## config.mk

```make
export PLATFORM = sky130hd
export DESIGN_NAME = jlc_config_select
export DESIGN_NICKNAME = d
export VERILOG_FILES = /design/src/rtl/jlc_pkg.sv /design/src/rtl/jlc_config_select.sv
export VERILOG_INCLUDE_DIRS = /design/src /design/src/rtl
export SDC_FILE = /design/constraint.sdc
export NUM_CORES = 1
export LEC_CHECK = 0
export BUFFER_PORTS_ARGS = -buffer_cell sky130_fd_sc_hd__buf_2
export CORE_ASPECT_RATIO = 1.4
export CORE_MARGIN = 4
export CORE_UTILIZATION = 50
export DETAILED_ROUTE_END_ITERATION = 10
export GPL_ROUTABILITY_DRIVEN = 0
export PLACE_DENSITY = 0.67
export SLEW_MARGIN = 10
export SYNTH_ARGS = -nofsm -noshare
export SYNTH_HDL_FRONTEND = slang
export SYNTH_SLANG_ARGS = --single-unit
```

## constraint.sdc

```tcl
create_clock -name clock -period 13.2 [get_ports clock]
set_input_delay 2.64 -clock clock [delete_from_list [all_inputs] [get_ports clock]]
set_output_delay 2.64 -clock clock [all_outputs]
set_load 0.02 [all_outputs]
```

## src/rtl/jlc_map.svh

```systemverilog
// Register map, field positions, limits and decimation masks of the link selector
`ifndef JLC_MAP_SVH
`define JLC_MAP_SVH
`define JLC_OFF_CTRL 8'h00
`define JLC_OFF_LINK 8'h04
`define JLC_OFF_WORD 8'h08
`define JLC_OFF_DECIM 8'h0C
`define JLC_OFF_CLK 8'h10
`define JLC_OFF_RANGE 8'h14
`define JLC_OFF_STATUS 8'h18
`define JLC_LINK_L_LSB 0
`define JLC_LINK_M_LSB 4
`define JLC_LINK_F_LSB 8
`define JLC_LINK_S_LSB 16
`define JLC_LINK_DENSE_BIT 20
`define JLC_WORD_N_LSB 0
`define JLC_WORD_CS_LSB 8
`define JLC_WORD_K_LSB 16
`define JLC_ST_BAND_LSB 4
`define JLC_ST_ERR_LSB 8
`define JLC_RST_L 4'h8
`define JLC_RST_M 4'h8
`define JLC_RST_F 5'h02
`define JLC_RST_S 4'h1
`define JLC_RST_N 5'h10
`define JLC_RST_K 6'h20
`define JLC_RST_DECIM 6'h04
`define JLC_RST_CLK_MHZ 16'h0BB8
`define JLC_RST_RANGE 8'h30
`define JLC_RANGE_TOP 8'h30
`define JLC_RANGE_MID 8'h10
`define JLC_WORD_BITS 5'h10
`define JLC_RES_MIN 5'h08
`define JLC_CS_MAX 2'h3
`define JLC_K_MAX 6'h20
`define JLC_K_MIN_F1 6'h14
`define JLC_LCM_MAX 32'h40
// Lane-rate figures in half-Mbps, so that 1687.5 Mbps stays whole
`define JLC_HALF_MBPS_MIN 32'h00000D2F
`define JLC_HALF_MBPS_B1 32'h00001A5E
`define JLC_HALF_MBPS_B2 32'h000034BC
`define JLC_HALF_MBPS_B3 32'h00006978
`define JLC_HALF_MBPS_MAX 32'h00007918
// Twice the 20x lane-rate factor of a 16-bit word with 8b/10b coding
`define JLC_RATE_FACTOR 32'h00000028
`define JLC_CLK_PER_LANE 32'h00000002
`define JLC_DM_A 64'h0001_0100_4111_9510
`define JLC_DM_B 64'h0000_0000_4111_9574
`define JLC_DM_C 64'h0000_0000_0001_957E
`define JLC_DM_D 64'h0000_0000_0000_017E
`define JLC_DM_E 64'h0000_0000_0000_001E
`define JLC_DM_F 64'h0000_0000_0000_0006
`define JLC_DM_G 64'h0001_0100_4111_0100
`define JLC_DM_H 64'h0001_0100_4111_1510
`define JLC_DM_I 64'h0000_0000_4111_1554
`define JLC_DM_J 64'h0000_0000_0001_1554
`define JLC_DM_K 64'h0001_0100_0001_0000
`define JLC_DM_L 64'h0001_0100_0111_0100
`define JLC_DM_M 64'h0001_0100_0111_1110
`define JLC_DM_N 64'h0000_0000_0111_1110
`define JLC_DM_O 64'h0001_0100_0111_1510
`define JLC_DM_P 64'h0000_0000_0111_1554
`define JLC_DM_Q 64'h0000_0000_0000_0154
`define JLC_DM_R 64'h0000_0000_0000_0014
`endif

```

## src/rtl/jlc_pkg.sv

```systemverilog
// Types shared by the link configuration selector
package jlc_pkg;
  typedef struct packed {
    logic high_density_packing;
    logic [3:0] samples;
    logic [4:0] octets;
    logic [3:0] convs;
    logic [3:0] lanes;
  } jlc_link_t;

  typedef struct packed {
    logic [5:0] frames;
    logic [1:0] ctrl_bits;
    logic [4:0] res;
  } jlc_word_t;

  typedef struct packed {
    logic format_err;
    logic range_err;
    logic decim_err;
    logic rate_err;
    logic param_err;
  } jlc_err_t;

  typedef struct packed {
    jlc_link_t link;
    jlc_word_t word;
    logic [5:0] decimation_ratio;
    logic [15:0] clk_mhz;
    logic [7:0] range_set;
    logic start;
    jlc_err_t err;
    logic [1:0] band;
    logic [5:0] div_cnt;
    logic sample_en;
    logic active;
    logic cfg_err;
    logic ready;
    logic slverr;
    logic [31:0] rdata;
  } jlc_state_t;
endpackage

```

## src/rtl/jlc_config_select.sv

```systemverilog
// JESD204B link configuration selector and checker with an APB slave
//
// Functional notes
// - Output rate is sample clock over decimation.
// - Lane rate, clock and LCM limits hold.
// - Only listed decimations per combination and band.
// - Resolution 8 to 16, 0-3 control bits.
// - Eight converters: listed lane/octet pairs only.
// - Four converters: listed lane/octet pairs only.
// - One or two samples per frame.
// - High density only with one octet.
// - Lane rate = M x 20 x fout / L.
// - K times F divisible by four.
//
// Implementation choices: register access over APB and the register addresses.
`timescale 1ns/1ps
`include "jlc_map.svh"

module jlc_config_select import jlc_pkg::*; (
  // Clock and reset
  input wire logic clock,
  input wire logic rst,
  // APB slave
  input wire logic psel,
  input wire logic penable,
  input wire logic pwrite,
  input wire logic [7:0] paddr,
  input wire logic [31:0] pwdata,
  output logic [31:0] prdata,
  output logic pready,
  output logic pslverr,
  // Datapath side
  output logic out_sample_en,
  output logic link_enable,
  output logic config_error
);

  jlc_state_t s;
  jlc_state_t next_s;

  // Allowed decimations, bit d set for ratio d
  function automatic logic [63:0] decim_mask(input logic m8,
      input logic [1:0] li, input logic [1:0] band);
    logic [63:0] m;
    m = '0;
    case ({m8, li, band})
      5'h00: m = `JLC_DM_G;
      5'h01: m = `JLC_DM_H;
      5'h02: m = `JLC_DM_I;
      5'h03: m = `JLC_DM_J;
      5'h04: m = `JLC_DM_A;
      5'h05: m = `JLC_DM_B;
      5'h06: m = `JLC_DM_C;
      5'h07: m = `JLC_DM_D;
      5'h08: m = `JLC_DM_B;
      5'h09: m = `JLC_DM_C;
      5'h0A: m = `JLC_DM_D;
      5'h0B: m = `JLC_DM_E;
      5'h0C: m = `JLC_DM_C;
      5'h0D: m = `JLC_DM_D;
      5'h0E: m = `JLC_DM_E;
      5'h0F: m = `JLC_DM_F;
      5'h10: m = `JLC_DM_K;
      5'h11: m = `JLC_DM_L;
      5'h12: m = `JLC_DM_M;
      5'h13: m = `JLC_DM_N;
      5'h14: m = `JLC_DM_L;
      5'h15: m = `JLC_DM_O;
      5'h16: m = `JLC_DM_P;
      5'h17: m = `JLC_DM_J;
      5'h18: m = `JLC_DM_O;
      5'h19: m = `JLC_DM_P;
      5'h1A: m = `JLC_DM_J;
      5'h1B: m = `JLC_DM_Q;
      5'h1C: m = `JLC_DM_P;
      5'h1D: m = `JLC_DM_J;
      5'h1E: m = `JLC_DM_Q;
      5'h1F: m = `JLC_DM_R;
    endcase
    return m;
  endfunction

  logic [31:0] lanes32;
  logic [31:0] convs32;
  logic [31:0] decim32;
  logic [31:0] num2;
  logic [31:0] den;
  logic [1:0] lane_idx;
  logic [1:0] band;
  logic lanes_ok;
  logic [63:0] mask;
  jlc_err_t err;
  logic setup;
  logic access;
  logic mapped;
  logic [31:0] rd;

  always_comb begin
    lanes32 = {28'h0, s.link.lanes};
    convs32 = {28'h0, s.link.convs};
    decim32 = {26'h0, s.decimation_ratio};
    // Half-Mbps lane rate times dcm*L, so no divider is needed
    num2 = `JLC_RATE_FACTOR * convs32 * {16'h0, s.clk_mhz};
    den = decim32 * lanes32;
    lane_idx = 2'h0;
    lanes_ok = 1'b1;
    case (s.link.lanes)
      4'h1: lane_idx = 2'h0;
      4'h2: lane_idx = 2'h1;
      4'h4: lane_idx = 2'h2;
      4'h8: lane_idx = 2'h3;
      default: lanes_ok = 1'b0;
    endcase
    if (num2 > `JLC_HALF_MBPS_B3 * den) begin
      band = 2'h3;
    end else if (num2 >= `JLC_HALF_MBPS_B2 * den) begin
      band = 2'h2;
    end else if (num2 >= `JLC_HALF_MBPS_B1 * den) begin
      band = 2'h1;
    end else begin
      band = 2'h0;
    end
    // Only four and eight converters carry decimation tables
    err.param_err = !lanes_ok
        || !(s.link.convs == 4'h4 || s.link.convs == 4'h8)
        || ({27'h0, s.link.octets} * lanes32
            != 32'h2 * convs32 * {28'h0, s.link.samples})
        || !(s.link.samples == 4'h1 || s.link.samples == 4'h2)
        || (s.link.high_density_packing
            != (s.link.octets == 5'h01));
    err.rate_err = (s.decimation_ratio == 6'h00)
        || (num2 < `JLC_HALF_MBPS_MIN * den)
        || (num2 > `JLC_HALF_MBPS_MAX * den)
        || (convs32 > `JLC_CLK_PER_LANE * den)
        || ((den & (convs32 - 32'h1)) != 32'h0)
        || (lanes32 >= convs32 && den > `JLC_LCM_MAX * convs32);
    mask = decim_mask(s.link.convs[3], lane_idx, band);
    err.decim_err = !mask[s.decimation_ratio];
    // Range setting belongs to software; a mismatch is refused here
    err.range_err = (band == 2'h3 && s.range_set != `JLC_RANGE_TOP)
        || (band == 2'h2 && s.range_set != `JLC_RANGE_MID);
    err.format_err = (s.word.res < `JLC_RES_MIN)
        || (s.word.res > `JLC_WORD_BITS)
        || ({3'h0, s.word.res} + {6'h0, s.word.ctrl_bits}
            > {3'h0, `JLC_WORD_BITS})
        || (s.word.frames == 6'h00 || s.word.frames > `JLC_K_MAX)
        || (((s.word.frames * {1'b0, s.link.octets}) & 6'h03) != 6'h00)
        || (s.link.octets == 5'h01 && s.word.frames < `JLC_K_MIN_F1);

    setup = psel && !penable;
    access = psel && penable && s.ready;
    mapped = 1'b1;
    rd = 32'h0;
    case (paddr)
      `JLC_OFF_CTRL: rd = {31'h0, s.start};
      `JLC_OFF_LINK: rd = {11'h0, s.link.high_density_packing,
          s.link.samples, 3'h0, s.link.octets, s.link.convs, s.link.lanes};
      `JLC_OFF_WORD: rd = {10'h0, s.word.frames, 6'h0, s.word.ctrl_bits,
          3'h0, s.word.res};
      `JLC_OFF_DECIM: rd = {26'h0, s.decimation_ratio};
      `JLC_OFF_CLK: rd = {16'h0, s.clk_mhz};
      `JLC_OFF_RANGE: rd = {24'h0, s.range_set};
      `JLC_OFF_STATUS: rd = {19'h0, s.err, 2'h0, s.band, 2'h0,
          s.active, !s.cfg_err};
      default: mapped = 1'b0;
    endcase

    next_s = s;
    next_s.ready = setup;
    next_s.slverr = setup && !mapped;
    if (setup) begin
      next_s.rdata = (mapped && !pwrite) ? rd : 32'h0;
    end
    if (access && pwrite && !s.slverr) begin
      case (paddr)
        `JLC_OFF_CTRL: next_s.start = pwdata[0];
        `JLC_OFF_LINK: begin
          next_s.link.lanes = pwdata[`JLC_LINK_L_LSB +: 4];
          next_s.link.convs = pwdata[`JLC_LINK_M_LSB +: 4];
          next_s.link.octets = pwdata[`JLC_LINK_F_LSB +: 5];
          next_s.link.samples = pwdata[`JLC_LINK_S_LSB +: 4];
          next_s.link.high_density_packing = pwdata[`JLC_LINK_DENSE_BIT];
        end
        `JLC_OFF_WORD: begin
          next_s.word.res = pwdata[`JLC_WORD_N_LSB +: 5];
          next_s.word.ctrl_bits = pwdata[`JLC_WORD_CS_LSB +: 2];
          next_s.word.frames = pwdata[`JLC_WORD_K_LSB +: 6];
        end
        `JLC_OFF_DECIM: next_s.decimation_ratio = pwdata[5:0];
        `JLC_OFF_CLK: next_s.clk_mhz = pwdata[15:0];
        `JLC_OFF_RANGE: next_s.range_set = pwdata[7:0];
        default: next_s.start = s.start;
      endcase
    end

    next_s.err = err;
    next_s.band = band;
    next_s.cfg_err = |err;
    next_s.active = s.start && !s.cfg_err && !(|err);
    // Output-rate strobe: one pulse per decimation period
    if (s.decimation_ratio == 6'h00
        || s.div_cnt + 6'h01 >= s.decimation_ratio) begin
      next_s.div_cnt = 6'h00;
      next_s.sample_en = (s.decimation_ratio != 6'h00);
    end else begin
      next_s.div_cnt = s.div_cnt + 6'h01;
      next_s.sample_en = 1'b0;
    end
  end

  always_ff @(posedge clock) begin
    if (rst) begin
      s <= '0;
      s.link.lanes <= `JLC_RST_L;
      s.link.convs <= `JLC_RST_M;
      s.link.octets <= `JLC_RST_F;
      s.link.samples <= `JLC_RST_S;
      s.word.res <= `JLC_RST_N;
      s.word.frames <= `JLC_RST_K;
      s.decimation_ratio <= `JLC_RST_DECIM;
      s.clk_mhz <= `JLC_RST_CLK_MHZ;
      s.range_set <= `JLC_RST_RANGE;
      s.cfg_err <= 1'b1;
    end else begin
      s <= next_s;
    end
  end

  assign prdata = s.rdata;
  assign pready = s.ready;
  assign pslverr = s.slverr;
  assign out_sample_en = s.sample_en;
  assign link_enable = s.active;
  assign config_error = s.cfg_err;
endmodule // jlc_config_select

```

# ---- Word level (Yosys, flattened, before mapping)
# Memory sizes are Yosys's and may differ from the RTL's.
# Cells that the tools add are included.
dict set report op_classes {
  add_sub_neg 3
  n_mul 11
  div_mod_pow 0
  order_cmp 15
  eq_ne 21
  n_shift 0
  mux 10
  bitwise 2
  reduce_logical 59
}
# operator n
set ops {}
lappend ops {{$pmux W22 S7} 1}
lappend ops {{$mul A12 B10 Y22 const A} 5}
lappend ops {{$gt A26 B25 Y1} 2}
lappend ops {{$and A10 B32 Y32} 1}
lappend ops {{$mux W32} 1}
lappend ops {{$reduce_bool A32 Y1} 1}
lappend ops {{$ge A26 B23 Y1} 1}
lappend ops {{$ge A26 B24 Y1} 1}
lappend ops {{$lt A26 B22 Y1} 1}
lappend ops {{$eq A8 B5 Y1 const B} 3}
lappend ops {{$mul A7 B16 Y23} 1}
lappend ops {{$logic_or A1 B1 Y1} 19}
lappend ops {{$eq A8 B4 Y1 const B} 2}
lappend ops {{$logic_and A1 B1 Y1} 13}
lappend ops {{$logic_not A6 Y1} 2}
lappend ops {{$reduce_and A2 Y1} 6}
lappend ops {{$reduce_bool A6 Y1} 2}
lappend ops {{$gt A4 B11 Y1} 1}
lappend ops {{$gt A10 B10 Y1} 1}
lappend ops {{$logic_not A1 Y1} 10}
lappend ops {{$mul A6 B4 Y10} 1}
lappend ops {{$mul A5 B4 Y9} 1}
lappend ops {{$ne A9 B9 Y1} 1}
lappend ops {{$eq A4 B1 Y1 const B} 2}
lappend ops {{33 further kinds} 42}
dict set report word_totals {
  register_bits 112
  latch_bits 0
  mem_bits_rw 0
  romBits 512
  input_bits 45
  out_inout_bits 37
  mem_count 1
}
# name words width read_ports rd_ports_with_merged_regs write_ports line_no
set memory_table {}
lappend memory_table {{(no name shown)} 32 16 1 0 0 jlc_config_select.sv:46} ;# case ({m8, li, band})

# ---- Depth between registers and ports, before layout
# An unclocked memory read counts as a cell.
dict set report logic_depth {
  depth_word 13
  depth_mapped 48
}

# ---- Least setup slack after synthesis
# No wires, ideal clock.
dict set report synth_path {
  path_kind {flip-flop to flip-flop}
  start {register s, in the netlist lanes32[2]}
  end {register s, in the netlist link_enable}
  arrival_ps 10831
  slack_ps 2251
  path_stages_with_launch 46
  n_path_buf 2
  path_cell_list {dfxtp_1 clkbuf_1 clkbuf_1 nand2_1 fa_1 inv_1 fa_1 ha_1 a21o_1 a21oi_1 o21bai_1 a21oi_1 o21bai_1 a21oi_1 xor2_1 inv_1 ha_1 inv_1 [... 10 more ...] o21ai_0 nand2b_1 a21o_1 a21oi_1 xor2_1 ha_1 a21o_1 a2111oi_0 o21ai_0 o22ai_1 o211ai_1 nor4_1 o21ba_4 nor2b_1 a21oi_1 a311oi_1 o32ai_2 o2111a_1}
}
dict set report synth_between {
  elab_chain_len 13
}
# item line_no
set synth_lines {}
lappend synth_lines {{start, declared} jlc_config_select.sv:38} ;# jlc_state_t s;
lappend synth_lines {{start signal, assigned} jlc_config_select.sv:225} ;# s <= next_s;
lappend synth_lines {{$mul A6 B4 Y10} jlc_config_select.sv:104} ;# den = decim32 * lanes32;
lappend synth_lines {{$mul A12 B10 Y22 (no line)} n/a}
lappend synth_lines {{$ge A26 B23 Y1} jlc_config_select.sv:118} ;# end else if (num2 >= `JLC_HALF_MBPS_B1 * den) begin
lappend synth_lines {{$mux W1} jlc_config_select.sv:118}
lappend synth_lines {{$mux W2} jlc_config_select.sv:116} ;# end else if (num2 >= `JLC_HALF_MBPS_B2 * den) begin
lappend synth_lines {{$mux W2} jlc_config_select.sv:114} ;# if (num2 > `JLC_HALF_MBPS_B3 * den) begin
lappend synth_lines {{$mem_v2 Z32 W16} n/a}
lappend synth_lines {{$bmux W1 S6} jlc_config_select.sv:138} ;# err.decim_err = !mask[s.decimation_ratio];
lappend synth_lines {{$mux W1 (implied by the code)} jlc_config_select.sv:138}
lappend synth_lines {{$logic_not A1 Y1} jlc_config_select.sv:138}
lappend synth_lines {{$reduce_or A5 Y1 *} jlc_config_select.sv:199} ;# next_s.active = s.start && !s.cfg_err && !(|err);
lappend synth_lines {{$logic_not A1 Y1 *} jlc_config_select.sv:199}
lappend synth_lines {{$logic_and A1 B1 Y1 *} jlc_config_select.sv:199}
# Mark *: on every way between the ends. The rest lies on a longest branch, timed or not. The select of a mux whose other input is x is not followed.
# A chain may end at the register's enable or synchronous reset.

# ---- Final worst setup path
dict set report layout_path {
  start {register s, in the netlist decim32[0]}
  end {register s, in the netlist link_enable}
}
# Same word-level chain as after synthesis.

==> summary.txt <==
Critical path
  – Largest fanout of any net on the critical path: 17
  – Worst path required time: 13500 ps
  – Worst reg2reg setup slack: 830 ps
  – Crit path launch type: flop
  – Library cell contributing the largest single delay on the critical path: sky130_fd_sc_hd__dfxtp_1
  – Kind of critical path: reg2reg
  – Delay of the slowest critical-path stage: 730 ps
  – Capturing element type of the critical path: flop
  – Arrival time reported for the critical path endpoint: 12670 ps

Yosys
  – Part of the Yosys area used for sequential elements: 11.63%
  – Post-synth top area share: 23.87%
  – Number of enable flip-flop cells after synthesis: 0
  – Leading area contributor after synthesis: sky130_fd_sc_hd__ha_1
  – Async set-or-reset flop fraction in the synthesized netlist: 0%
  – Netlist Area Pre-Place: 17560 um2
  – Syn avg cell area: 8.319 um2
  – Library cells used by synthesis: 87
  – FF+latch count, synth: 102
  – Most common flop cell mapped by yosys: sky130_fd_sc_hd__dfxtp_1
  – Synth Instances: 2111
  – Leading post-synthesis cells by cell area: sky130_fd_sc_hd__ha_1 (24%), sky130_fd_sc_hd__fa_1 (17%), sky130_fd_sc_hd__dfxtp_1 (12%), sky130_fd_sc_hd__inv_1 (5.5%), sky130_fd_sc_hd__nand2_1 (5.4%)
  – Synth warn: 0

Die
  – Die height: 229.7 um
  – Initial Util: 51.00%
  – Number of placed I/O pins: 82
  – Row cnt: 80
  – DIE AREA: 38230 um2
  – Chip Width: 166.4 um
  – CORE AREA: 34430 um2

Hold path
  – Path category of the worst min-delay check: reg2reg

Placed design
  – Count of buffers inserted at the top-level ports: 61
  – Post-detailed-placement half-perimeter wirelength: 37970 um

STA
  – Final Hold Vio Count: 0
  – Remaining max-slew budget at the tightest pin: 22.73%
  – Ratio of final minimum period to clock period: 93.70%
  – RSZ-0062 raised after global routing: no
  – Final setup viols: 0
  – Pin slew with the least headroom to its limit: 1155 ps
  – Final-layout setup total negative slack: 0 ps
  – Clock skew: 13.01 ps
  – Shortest clock period the worst path allows after layout: 12370 ps
  – Highest clock frequency the design can meet: 80.85 MHz
  – Final Slew Violations: 0

Clocking
  – H-tree level count: 3
  – Clock sink total: 102
  – Worst-case clock buffer depth: 2
  – Register clock-pin slew on the reported worst setup and hold paths: 70 ps
  – CTS tree: built
  – Root Buffer: sky130_fd_sc_hd__clkbuf_16
  – Num CTS Buffers: 9
  – PostCTS Resize Cnt: 0
  – CTS Hold Buffers Added: 0
  – Number of setup buffers added after CTS: 0
  – Clock latency at the later pin of the worst-skew pair: 360 ps

Run
  – Maximum capacitance violations: 0

Run status
  – Result of the run: completed

Final layout
  – Count of filler cells inserted in the layout: 3287
  – Synthesis-to-layout area growth: 4.482%
  – Number of antenna repair diodes: 0
  – Final net count: 2624
  – Fraction of final layout cells with drive strength greater than 1: 5.574%

GRT
  – Global-route wire length before repair: 75890 um
  – Largest net degree at the start of global routing: 60
  – Number of antenna violations at the first check in global routing: 0
  – GRT Overall Usage: 23.97%
  – Number of global-route vias before repair: 14991
  – Grt ovf: 0

Drt
  – Total number of vias: 14793
  – Iteration-0 DRC Markers: 810
  – Final routed wire length divided by cell count: 18.14 um
  – Drt drc: 0
  – Remaining antenna violation count after routing: 0
  – Vias per inst: 5.801
  – First-pass DRT Iterations: 8
  – Detailed Route WL: 46260 um

Power and ir drop
  – Leakage: 9.419 nW
  – Sum of internal, switching and leakage power: 0.6469 mW
  – Power per cell area: 35.26 nW/um2
  – VDD IR max: 0.0001255 V
-- power by group --
group | switching [mW] | internal (mW) | total (mW)
registers | 0.00315 | 0.312 | 0.315
logic | 0.0301 | 0.0167 | 0.0468
clock network | 0.119 | 0.166 | 0.285
total | 0.152 | 0.495 | 0.647
-- per-layer routing --
metal	GRT usage, %	vias up	routed length (um)
met3	1.976	109	1703
li1	-	7131	-
met2	45.04	395	23820
met5	0	-	0
met4	9.465	0	1928
met1	28.04	7158	18810
-- cells by family after synthesis --
family,after synthesis,synth area share (%)
compound gates,435,16.75
xor+xnor,92,4.589
fa+ha+maj,485,40.91
buf+inv,371,8.707
flops,102,11.63
mux,1,0.06412
other cells,1,0.02135
simple gates,624,17.33
-- placed cells by master, fill, tap and decap left out, drive strengths merged, types with 5 or more instances in the layout --
| master | count |
|---|---|
| nor4b | 5 |
| o21ai | 62 |
| xor2 | 34 |
| a21o | 48 |
| nor4 | 6 |
| xnor2 | 58 |
| clkbuf | 10 |
| o21bai | 10 |
| nor2b | 20 |
| a2111oi | 9 |
| o21a | 21 |
| nand4 | 22 |
| dfxtp | 102 |
| a21oi | 155 |
| buf | 75 |
| ha | 335 |
| conb | 10 |
| a31oi | 12 |
| and3 | 21 |
| a211oi | 13 |
| inv | 261 |
| nand3 | 36 |
| a222oi | 9 |
| nand2 | 254 |
| or3 | 13 |
| a22oi | 24 |
| nand3b | 13 |
| nor3 | 30 |
| nor2 | 86 |
| o211ai | 10 |
| nand2b | 20 |
| fa | 149 |
| o22ai | 5 |
| and2 | 83 |
| o31ai | 5 |
-- final cells by class --
cell class	instances	area, um2	area share (%)
clock inverter	5	82.58	0.4501
clock buffer	10	229.0	1.248
timing repair buffer	75	410.4	2.237
multi-input combinational	1647	14040	76.54
sequential	102	2042	11.13
tap	451	564.3	3.076
inverter	260	975.9	5.319
-- cells in the mapped netlist, types with 5 or more instances --
master / count
sky130_fd_sc_hd__a2111oi_0: 8
sky130_fd_sc_hd__a211oi_1: 10
sky130_fd_sc_hd__a21o_1: 48
sky130_fd_sc_hd__a21oi_1: 155
sky130_fd_sc_hd__a222oi_1: 9
sky130_fd_sc_hd__a22oi_1: 24
sky130_fd_sc_hd__a31oi_1: 12
sky130_fd_sc_hd__and2_1: 83
sky130_fd_sc_hd__and3_1: 20
sky130_fd_sc_hd__buf_1: 8
sky130_fd_sc_hd__buf_4: 32
sky130_fd_sc_hd__clkbuf_1: 68
sky130_fd_sc_hd__dfxtp_1: 102
sky130_fd_sc_hd__fa_1: 149
sky130_fd_sc_hd__ha_1: 335
sky130_fd_sc_hd__inv_1: 259
sky130_fd_sc_hd__nand2_1: 253
sky130_fd_sc_hd__nand2b_1: 20
sky130_fd_sc_hd__nand3_1: 36
sky130_fd_sc_hd__nand3b_1: 13
sky130_fd_sc_hd__nand4_1: 22
sky130_fd_sc_hd__nor2_1: 85
sky130_fd_sc_hd__nor2b_1: 20
sky130_fd_sc_hd__nor3_1: 29
sky130_fd_sc_hd__nor4_1: 6
sky130_fd_sc_hd__nor4b_1: 5
sky130_fd_sc_hd__o211ai_1: 10
sky130_fd_sc_hd__o21a_1: 21
sky130_fd_sc_hd__o21ai_0: 52
sky130_fd_sc_hd__o21ai_1: 8
sky130_fd_sc_hd__o21bai_1: 10
sky130_fd_sc_hd__o22ai_1: 5
sky130_fd_sc_hd__o31ai_1: 5
sky130_fd_sc_hd__or3_1: 13
sky130_fd_sc_hd__xnor2_1: 58
sky130_fd_sc_hd__xor2_1: 34
-- critical path, delay by kind of cell, from the launching register on --
family	cells	cell delay, ps
AOI/OAI and AO/OA	21	4900
xor gates and xnor gates	2	910
adders and majority gates	10	4690
buffers and inverters	6	650
DFF	1	730
and+or+nand+nor	3	430
-- registers in the layout, indices dropped and copies added, names as in the netlist --
name / cells
prdata: 22
out_sample_en: 1
config_error: 1
convs32: 4
link_enable: 1
pslverr: 1
pready: 1
s: 61
lanes32: 4
decim32: 6
-- per-stage QoR --
step	hold WS, ps	setup slack, ps	utilization (%)	cell area (um2)	instances
after CTS	475.5	937.0	53.26	18340	2550
after global placement	459.9	1156	52.36	18030	2535
final	481.2	831.4	53.28	18350	2550
after floorplan	429.4	2251	-	17590	2120
after detailed placement	464.5	1003	52.36	18030	2535
after global routing	487.6	51.71	53.28	18350	2550
-- path summary, 6_finish.rpt --
kind | startpoint | endpoint | cells past startpoint
max reg2reg | decim32[0] | link_enable | 42
max | decim32[0] | link_enable | 42
min | prdata[10] | prdata[10] | 2
min reg2reg | prdata[10] | prdata[10] | 2
No activity file was read; power rests on OpenSTA's default activity.
